## src/shared/cfgir_pkg.sv

```systemverilog
// Purpose: shared constants and types for the config-output and interrupt-request link
// Assumes: one core clock shared by both ends
// Notes: widths follow the exported configuration fields
package cfgir_pkg;
  localparam int CFGIR_BUS_W = 8;
  localparam int CFGIR_DEV_W = 5;
  localparam int CFGIR_FUNC_W = 3;
  localparam int CFGIR_CMD_W = 6;
  localparam int CFGIR_DEVCTL_W = 15;
  localparam int CFGIR_LNKCTL_W = 8;
  localparam int CFGIR_MSI_W = 8;
  localparam int CFGIR_CMD_INTDIS_BIT = 5;
  localparam int CFGIR_CMD_SERR_BIT = 4;
  localparam int CFGIR_CMD_PERR_BIT = 3;
  localparam int CFGIR_CMD_BME_BIT = 2;
  localparam int CFGIR_CMD_MEM_BIT = 1;
  localparam int CFGIR_CMD_IO_BIT = 0;
  // Least edge spacing of the legacy request, in core cycles
  localparam int CFGIR_INTX_GAP_WIDE = 2;
  localparam int CFGIR_INTX_GAP_X1 = 8;
  // Host register map (word addresses)
  localparam logic [3:0] CFGIR_A_CTRL = 4'h0;
  localparam logic [3:0] CFGIR_A_STAT = 4'h1;
  localparam logic [3:0] CFGIR_A_MASK = 4'h2;
  localparam logic [3:0] CFGIR_A_MSI = 4'h3;
  localparam logic [3:0] CFGIR_A_ID = 4'h4;
  localparam logic [3:0] CFGIR_A_CMD = 4'h5;
  localparam logic [3:0] CFGIR_A_DEVCTL = 4'h6;
  localparam logic [3:0] CFGIR_A_LNKCTL = 4'h7;
  localparam int CFGIR_ST_DONE = 0;
  localparam int CFGIR_ST_REFUSE = 1;
  localparam int CFGIR_ST_CMDCHG = 2;
  localparam int CFGIR_ST_W = 3;
  typedef enum logic [1:0] {CFGIR_MSG_ASSERT, CFGIR_MSG_DEASSERT, CFGIR_MSG_MSI} cfgir_msg_t;
endpackage : cfgir_pkg

```

## src/shared/cfgir_if.sv

```systemverilog
// Purpose: joins the endpoint end and the user-logic end
// Assumes: both ends on core_clk
// Notes: all signals are levels sampled on core_clk
`timescale 1ns/1ps
interface cfgir_if;
  import cfgir_pkg::*;
  logic [CFGIR_BUS_W-1:0] bus_num;
  logic [CFGIR_DEV_W-1:0] dev_num;
  logic [CFGIR_FUNC_W-1:0] func_num;
  logic [CFGIR_CMD_W-1:0] cmd_bits;
  logic [CFGIR_DEVCTL_W-1:0] dev_ctl;
  logic [CFGIR_LNKCTL_W-1:0] lnk_ctl;
  logic msi_on;
  logic intx_req_n;
  logic [CFGIR_MSI_W-1:0] msi_req;
  modport dev (output bus_num, dev_num, func_num, cmd_bits, dev_ctl, lnk_ctl, msi_on,
    input intx_req_n, msi_req);
  modport usr (input bus_num, dev_num, func_num, cmd_bits, dev_ctl, lnk_ctl, msi_on,
    output intx_req_n, msi_req);
endinterface : cfgir_if

```

## src/hw/cfgir_usr.sv

```systemverilog
// Purpose: user-logic end: software-driven interrupt requests over a register port
// Assumes: plain register port, read data one cycle after the read strobe
// Notes: legacy edges are paced to the configured least spacing
`timescale 1ns/1ps
module cfgir_usr
  import cfgir_pkg::*;
#(
  parameter bit NATIVE_X1 = 1'b0
)(
  input wire logic core_clk,
  input wire logic srst,
  cfgir_if.usr lnk,
  input wire logic [3:0] reg_addr,
  input wire logic [31:0] reg_wdata,
  input wire logic reg_wr,
  input wire logic reg_rd,
  output logic [31:0] reg_rdata,
  output logic irq
);
  localparam logic [3:0] GAP = NATIVE_X1 ? 4'(CFGIR_INTX_GAP_X1) : 4'(CFGIR_INTX_GAP_WIDE);
  logic want_q;
  logic req_n_q;
  logic [3:0] gap_q;
  logic [CFGIR_MSI_W-1:0] msi_q;
  logic [CFGIR_ST_W-1:0] stat_q;
  logic [CFGIR_ST_W-1:0] mask_q;
  logic intdis_q;
  logic refuse_ev;
  logic edge_ev;
  logic chg_ev;
  logic want_eff;

  // Request is forced high while disabled, so a held assert gets its deassert
  assign want_eff = want_q & ~lnk.cmd_bits[CFGIR_CMD_INTDIS_BIT];
  assign edge_ev = (want_eff == req_n_q) && (gap_q == 4'h0);
  assign refuse_ev = reg_wr && (reg_addr == CFGIR_A_CTRL) && reg_wdata[0] && lnk.msi_on;
  assign chg_ev = intdis_q != lnk.cmd_bits[CFGIR_CMD_INTDIS_BIT];

  always_ff @(posedge core_clk) begin
    if (srst) begin
      want_q <= 1'b0;
    end else if (reg_wr && reg_addr == CFGIR_A_CTRL) begin
      want_q <= reg_wdata[0] & ~lnk.msi_on;
    end
  end

  always_ff @(posedge core_clk) begin
    if (srst) begin
      req_n_q <= 1'b1;
      gap_q <= 4'h0;
      intdis_q <= 1'b0;
    end else begin
      intdis_q <= lnk.cmd_bits[CFGIR_CMD_INTDIS_BIT];
      if (edge_ev) begin
        req_n_q <= ~want_eff;
        gap_q <= GAP - 4'h1;
      end else if (gap_q != 4'h0) begin
        gap_q <= gap_q - 4'h1;
      end
    end
  end

  // MSI bits are levels; software writes 1 then 0 to make a rising edge
  always_ff @(posedge core_clk) begin
    if (srst) begin
      msi_q <= '0;
    end else if (reg_wr && reg_addr == CFGIR_A_MSI) begin
      msi_q <= reg_wdata[CFGIR_MSI_W-1:0];
    end
  end

  // Sticky status: set wins over a write-one clear
  always_ff @(posedge core_clk) begin
    if (srst) begin
      stat_q <= '0;
      mask_q <= '0;
    end else begin
      stat_q <= (stat_q & ~((reg_wr && reg_addr == CFGIR_A_STAT) ?
        reg_wdata[CFGIR_ST_W-1:0] : '0)) | {chg_ev, refuse_ev, edge_ev};
      if (reg_wr && reg_addr == CFGIR_A_MASK) mask_q <= reg_wdata[CFGIR_ST_W-1:0];
    end
  end

  always_ff @(posedge core_clk) begin
    if (srst) begin
      irq <= 1'b0;
    end else begin
      // A set mask bit hides its status bit from the interrupt line
      irq <= |(stat_q & ~mask_q);
    end
  end

  always_ff @(posedge core_clk) begin
    if (srst) begin
      reg_rdata <= '0;
    end else if (!reg_rd) begin
      reg_rdata <= '0;
    end else if (reg_addr == CFGIR_A_CTRL) begin
      reg_rdata <= {29'h0, lnk.msi_on, ~req_n_q, want_q};
    end else if (reg_addr == CFGIR_A_STAT) begin
      reg_rdata <= {29'h0, stat_q};
    end else if (reg_addr == CFGIR_A_MASK) begin
      reg_rdata <= {29'h0, mask_q};
    end else if (reg_addr == CFGIR_A_MSI) begin
      reg_rdata <= {24'h0, msi_q};
    end else if (reg_addr == CFGIR_A_ID) begin
      reg_rdata <= {16'h0, lnk.bus_num, lnk.dev_num, lnk.func_num};
    end else if (reg_addr == CFGIR_A_CMD) begin
      reg_rdata <= {26'h0, lnk.cmd_bits};
    end else if (reg_addr == CFGIR_A_DEVCTL) begin
      reg_rdata <= {17'h0, lnk.dev_ctl};
    end else if (reg_addr == CFGIR_A_LNKCTL) begin
      reg_rdata <= {24'h0, lnk.lnk_ctl};
    end else begin
      reg_rdata <= '0;
    end
  end

  assign lnk.intx_req_n = req_n_q;
  assign lnk.msi_req = msi_q;
endmodule : cfgir_usr

```

## src/flat_wrapper.sv

```systemverilog
// flat-port wrapper written by rule: the top's interface ports become plain ports
module cfgir_usr_flat import cfgir_pkg::*;
#(
  parameter bit NATIVE_X1 = 1'b0
)
  (core_clk, srst, reg_addr, reg_wdata, reg_wr, reg_rd, reg_rdata, irq, lnk_bus_num, lnk_dev_num, lnk_func_num, lnk_cmd_bits, lnk_dev_ctl, lnk_lnk_ctl, lnk_msi_on, lnk_intx_req_n, lnk_msi_req);
  cfgir_if lnk_i ();
  input wire logic core_clk;
  input wire logic srst;
  input wire logic [3:0] reg_addr;
  input wire logic [31:0] reg_wdata;
  input wire logic reg_wr;
  input wire logic reg_rd;
  output logic [31:0] reg_rdata;
  output logic irq;
  input wire logic [$bits(lnk_i.bus_num)-1:0] lnk_bus_num;
  input wire logic [$bits(lnk_i.dev_num)-1:0] lnk_dev_num;
  input wire logic [$bits(lnk_i.func_num)-1:0] lnk_func_num;
  input wire logic [$bits(lnk_i.cmd_bits)-1:0] lnk_cmd_bits;
  input wire logic [$bits(lnk_i.dev_ctl)-1:0] lnk_dev_ctl;
  input wire logic [$bits(lnk_i.lnk_ctl)-1:0] lnk_lnk_ctl;
  input wire logic [$bits(lnk_i.msi_on)-1:0] lnk_msi_on;
  output wire logic [$bits(lnk_i.intx_req_n)-1:0] lnk_intx_req_n;
  output wire logic [$bits(lnk_i.msi_req)-1:0] lnk_msi_req;
  assign lnk_i.bus_num = lnk_bus_num;
  assign lnk_i.dev_num = lnk_dev_num;
  assign lnk_i.func_num = lnk_func_num;
  assign lnk_i.cmd_bits = lnk_cmd_bits;
  assign lnk_i.dev_ctl = lnk_dev_ctl;
  assign lnk_i.lnk_ctl = lnk_lnk_ctl;
  assign lnk_i.msi_on = lnk_msi_on;
  assign lnk_intx_req_n = lnk_i.intx_req_n;
  assign lnk_msi_req = lnk_i.msi_req;
  cfgir_usr #(.NATIVE_X1(NATIVE_X1)) u_core (.core_clk(core_clk), .srst(srst), .lnk(lnk_i), .reg_addr(reg_addr), .reg_wdata(reg_wdata), .reg_wr(reg_wr), .reg_rd(reg_rd), .reg_rdata(reg_rdata), .irq(irq));
endmodule
```

## config.mk

```make
export PLATFORM = sky130hd
export DESIGN_NAME = cfgir_usr_flat
export DESIGN_NICKNAME = d
export VERILOG_FILES = /design/src/shared/cfgir_pkg.sv /design/src/shared/cfgir_if.sv /design/src/hw/cfgir_usr.sv /design/src/flat_wrapper.sv
export SDC_FILE = /design/constraint.sdc
export NUM_CORES = 1
export LEC_CHECK = 0
export BUFFER_PORTS_ARGS = -buffer_cell sky130_fd_sc_hd__buf_2
export CORE_ASPECT_RATIO = 2
export CORE_MARGIN = 5
export CORE_UTILIZATION = 43
export DETAILED_ROUTE_END_ITERATION = 12
export PLACE_DENSITY = 0.77
export SLEW_MARGIN = 20
export SYNTH_ARGS = -nofsm -noshare
export SYNTH_HDL_FRONTEND = slang
export SYNTH_SLANG_ARGS = --single-unit
```

## constraint.sdc

```tcl
create_clock -name core_clk -period 1.6 [get_ports core_clk]
set_input_delay 0 -clock core_clk [delete_from_list [all_inputs] [get_ports core_clk]]
set_output_delay 0 -clock core_clk [all_outputs]
set_load 0.01 [all_outputs]
```

==> results of run 1 <==
==> cell families after synthesis <==
kind of cell | synth area share
AOI/OAI and AO/OA | 0.187
adders and majority gates | 0.0121
other | 0.00181
xor gates and xnor gates | 0.0127
buffers and inverters | 0.112
muxes | 0.0931
DFF | 0.368
and+or+nand+nor | 0.214
==> sequential cells by signal, summed over array words and instances, names as in the netlist <==
| register | count |
|---|---|
| u_core.stat_q | 3 |
| u_core.lnk.msi_req | 8 |
| u_core.mask_q | 3 |
| u_core.gap_q | 4 |
| u_core.intdis_q | 1 |
| u_core.irq | 1 |
| u_core.lnk.intx_req_n | 1 |
| u_core.want_q | 1 |
| u_core.reg_rdata | 16 |
==> report_power, final <==
group | total, mW | leakage, nW | internal (mW) | switching [mW]
registers | 1.10 | 0.309 | 1.03 | 0.0737
clock network | 0.676 | 0.0482 | 0.348 | 0.328
logic | 0.700 | 0.973 | 0.338 | 0.361
total | 2.48 | 1.33 | 1.72 | 0.764
==> routing by layer <==
metal  part of all wire  wire length (um)
met5                  0                 0
met3              0.075               459
met1               0.33              2060
met4              0.036               220
met2               0.55              3410
==> repair_timing <==
item / 4_1_cts / 5_1_grt
setup buffers: 0 / 2
hold buffers: 27 / 0
endpoints found under the hold margin: 20 / 0
resized for setup: 0 / 1
endpoints found under the setup margin: 0 / 7
==> per-stage QoR <==
stage	total power [mW]	setup slack (ps)
after floorplan	1.60	359
after global placement	1.75	241
after detailed placement	1.77	177
after CTS	2.50	87.8
after global routing	2.62	24.1
final	2.48	153
==> worst max-delay path, stage by stage <==
cell and delay [ps]:
buf_2 140, nand2b_1 330, nor3_4 260, buf_4 170
a22oi_1 90, dlygate4sd3_1 580, nor2_1 100
==> layout make-up <==
type / count / area (um^2) / area share
sequential: 38 / 761 / 0.268
timing repair buffer: 120 / 751 / 0.265
tap: 55 / 68.8 / 0.0243
inverter: 7 / 26.3 / 0.00927
clock inverter: 1 / 5.00 / 0.00177
clock buffer: 7 / 86.3 / 0.0305
multi-input combinational: 174 / 1140 / 0.401
==> final timing paths <==
| path | startpoint | endpoint | slack [ps] |
|---|---|---|---|
| max reg2reg | u_core.gap_q[0] | u_core.gap_q[1] | 160 |
| min reg2reg | u_core.gap_q[0] | u_core.gap_q[0] | 510 |
| min | lnk_msi_on | u_core.want_q | 20 |
| max | reg_addr[3] | u_core.reg_rdata[14] | 150 |
==> layout by cell type (no fill, tap or decap), drive strengths merged, types with 2 or more instances in the layout <==
cell type and count:
nor2b 5, a21boi 2, a21oi 12, mux2i 17, nand4 5, a21o 2
ha 2, clkbuf 7, nor2 32, inv 7, o32a 2, xnor2 2
nand2 14, o21ai 10, buf 93, a22oi 8, or3 2, dfxtp 38
nor3 7, o221a 3, conb 16, mux2 2, a32oi 3, nand3 3
nand2b 6, a211oi 2, dlygate4sd3 27
==> run metrics, run 1 <==
Max Clock Skew=8.13 ps; ys async rst share=0; fmax=0.691 GHz; Vias/cell=5.21; Max-Cap Viols=0; gpl congestion=0.915; worst path required time=1830 ps; die width=59.1 um; Rows=35; Num CTS Buffers=5; height of the die=108 um; FF-to-FF path depth=6; CTS tree=yes; Finish-stage setup viols=0; port bufs=87; worst hold path class=in -> reg; Post-synth EDFFs=0; Hold Vio Cnt, Final=0; clk buf depth=2; synth cell count leaders=38 x dfxtp_1, 31 x nor2_1, 17 x buf_4, 17 x mux2i_1, 14 x nand2_1; routed wire length=6140 um; Yosys reg bits=38; Pins Over Slew Limit=0; grt peak-use layer=met2; Clock transition at path regs=80 ps; post-route cell area=2830 um^2; startpoint class of the critical path=input pin; leading area contributor after synthesis=dfxtp_1; clk sink count=38; sequential-to-total area share from yosys stat=0.368; antenna-violating nets left=0; Filler Cell Count=442; DP Cell Count=365; synthesized area=2070 um^2; Detailed Route Iter0 Violations=78; core box area=4640 um^2; hpwl dp=4550 um; worst vdd ir=0.645 mV; min cycle time layout=1450 ps; cell count after synthesis=229; Final #Nets=434; Root Driver=clkbuf_8; initial antenna violation count=0; Crit Path Category=in -> reg; Critical Path Sink Type=flop; syn avg cell area=9.04 um^2; most numerous cell in the Yosys netlist=dfxtp_1; status=finished, final reports clean; drt wl/cell=15.3 um; GRT Residual Overflow=0; met1 track demand over resource=0.172; die area=6380 um^2; met2 usage=0.352; Total GRT Usage=0.184; Area Growth Syn to Fin=36.9%; arrival time at the worst endpoint=1670 ps; period utilisation layout=0.905; Hold WS=22.5 ps; # IOs=128; DR vias=2,093; DP Area=2450 um^2; top cells by area, synth=dfxtp_1 37%, mux2i_1 8.2%, buf_4 6.2%; largest net degree at the start of global routing=23; Skew-Pair Late Insertion Delay=290 ps; DR DRC count=0; synth unique cells=53; setup total negative slack=0 ps; total number of H-tree levels=2; met3 usage=0.0466; Yosys warning total=0; post-synth top area share=0.368; Pleak=1.33 nW; Finished Layout Cells=402; layout cell share with drive strength beyond 1=0.334; ANT cells=0; worst-path fanout max=8; drt pass-1 iters=4; initial core utilization=0.446; RSZ-0062 raised after global routing=no; PD cells=875 nW/um^2; Worst Hold Path Cells=3; first-pass GRT wire length=9030 um; Most used DFF post-synth=dfxtp_1; vias in the first global route=2,002; Finished Core Util=0.611; Rel. slew slack=0.666; Worst-Margin Slew=500 ps
No activity file was read; power rests on OpenSTA's default activity.
==> run 2: changes to the inputs <==
==> constraint.sdc (replaced) <==
create_clock -name core_clk -period 1.5 [get_ports core_clk]
set_input_delay 0 -clock core_clk [delete_from_list [all_inputs] [get_ports core_clk]]
set_output_delay 0 -clock core_clk [all_outputs]
set_load 0.01 [all_outputs]
==> run 2 against run 1 <==
The flow now finishes with violations (negative hold slack). Largest power group unchanged. Highest routed layer unchanged. Clock-buffer cell count unchanged. Hold slack worse by 37 ps. Register-to-register slack better by 80 ps.
==> run metrics, run 2 (synthesis results as in run 1) <==
clk sink count=38; Num CTS Buffers=5; Filler Cell Count=444; Total GRT Usage=0.184; routed wire length=6010 um; worst-path fanout max=8; startpoint class of the critical path=input pin; DR DRC count=0; failing checks=negative hold slack; Clock transition at path regs=80 ps; most frequent cells in the layout=86 x buf_2, 38 x dfxtp_1, 31 x nor2_1, 22 x dlygate4sd3_1, 17 x mux2i_1; status=finished with violations; hold path endpoint=u_core.reg_rdata[14]; largest net degree at the start of global routing=23; DR vias=2,076; Max Clock Skew=6.94 ps; Final #Nets=430; GRT Residual Overflow=0; slowest CP cell=dlygate4sd3_1; ANT cells=0; Crit. Startpoint=reg_addr[3]; setup total negative slack=0 ps; FF-to-FF Start=u_core.gap_q[0]; Pleak=1.32 nW; # IOs=128; Detailed Route Iter0 Violations=76; gpl congestion=0.898; Biggest register=u_core.reg_rdata; met3 usage=0.0406; hpwl dp=4590 um; arrival time at the worst endpoint=1620 ps; beginning of the worst hold path=lnk_dev_ctl[14]; antenna-violating nets left=0; RSZ-0062 raised after global routing=no; Largest register FFs=16; grt peak-use layer=met2; drt wl/cell=15.1 um; Buf/Inv on CP=2; worst path required time=1720 ps; Skew-Pair Late Insertion Delay=290 ps; clk buf depth=2; Vias/cell=5.22; initial core utilization=0.446; Crit Path Category=in -> reg; FF-to-FF path depth=5; Area Growth Syn to Fin=35.2%; layout cell share with drive strength beyond 1=0.344; met1 track demand over resource=0.175; drt pass-1 iters=5; period utilisation layout=0.930; CP top delay family=simple AND/OR/NAND/NOR gates; FF-to-FF End=u_core.lnk.intx_req_n; Finish-stage setup viols=0; Max stage delay on crit path=580 ps; Hold Vio Cnt, Final=2; min cycle time layout=1390 ps; core box area=4640 um^2; CTS tree=yes; Reg2Reg Setup Slack=240 ps; die width=59.1 um; total number of H-tree levels=2; Rows=35; fmax=0.717 GHz; CP Cell Sequence=buf_2, nand2b_2, nor3_4, a22oi_1, dlygate4sd3_1, nor2_1; worst hold path class=in -> reg; vias in the first global route=2,029; most common cell after layout, fill and taps aside=buf_2; Hold WS=-14.7 ps; Root Driver=clkbuf_8; initial antenna violation count=0; worst vdd ir=0.938 mV; Worst Hold Path Cells=3; port bufs=87; total power=2.66 mW; Pins Over Slew Limit=0; Max-Cap Viols=0; PD cells=950 nW/um^2; first-pass GRT wire length=9120 um; height of the die=108 um; die area=6380 um^2; Critical Path Sink Type=flop; met2 usage=0.350
[run 2: changes by cell type in the layout (fill, tap and decap cells not counted), sizes merged]
| cell | change |
|---|---|
| clkbuf | +1 |
| dlygate4sd3 | -5 |
[run 2: worst reg2reg max path, cell delays in order, from the launching register on]
cell     delay, ps
dfxtp_1        370
inv_1           80
ha_1           220
nand2_1        150
nor2_1          70
a211o_1        260
[run 2: how the worst max path moves through the flow]
stage | to | slack (ps) | cells past startpoint
floorplan | u_core.gap_q[1] | 260 | 6
global placement | u_core.gap_q[1] | 150 | 6
detailed placement | u_core.gap_q[1] | 100 | 6
CTS | u_core.reg_rdata[10] | 50 | 7
global route | u_core.reg_rdata[10] | 2 | 6
finish | u_core.reg_rdata[11] | 110 | 6
[run 2: repair_timing]
action,4_1_cts,5_1_grt
setup buffers,0,1
hold endpoints to repair,17,0
hold buffers,22,0
endpoints found under the setup margin,0,8
resized for setup,0,3
[run 2: layer usage]
layer / vias up / share of wire
met3: 12 / 0.080
met1: 959 / 0.33
met4: 0 / 0.027
met5: - / 0
li1: 1014 / -
met2: 91 / 0.57
[run 2: through the flow]
stage,hold WS (ps),utilization,setup WS (ps),instances,area (um^2)
5_1_grt,5.34,0.603,2.47,398,2800
6_report,-14.7,0.603,105,398,2800
4_1_cts,0.745,0.599,49.3,397,2780
3_5_place_dp,237,0.532,101,367,2470
3_3_place_gp,232,0.532,146,367,2470
2_1_floorplan,71.6,-,259,244,2130
[run 2: area by class of cell]
class / instances / area [um^2] / area share
multi-input cells: 174 / 1140 / 0.408
flip-flops and latches: 38 / 761 / 0.272
repair buffers: 116 / 711 / 0.254
clock buffers: 7 / 86.3 / 0.0308
well taps: 55 / 68.8 / 0.0246
inverters: 7 / 26.3 / 0.00939
clock inverters: 1 / 5.00 / 0.00179
[run 2: power breakdown]
part	switching, mW	internal [mW]
combinational	0.389	0.363
sequential	0.0847	1.10
clock	0.354	0.371
total	0.827	1.83
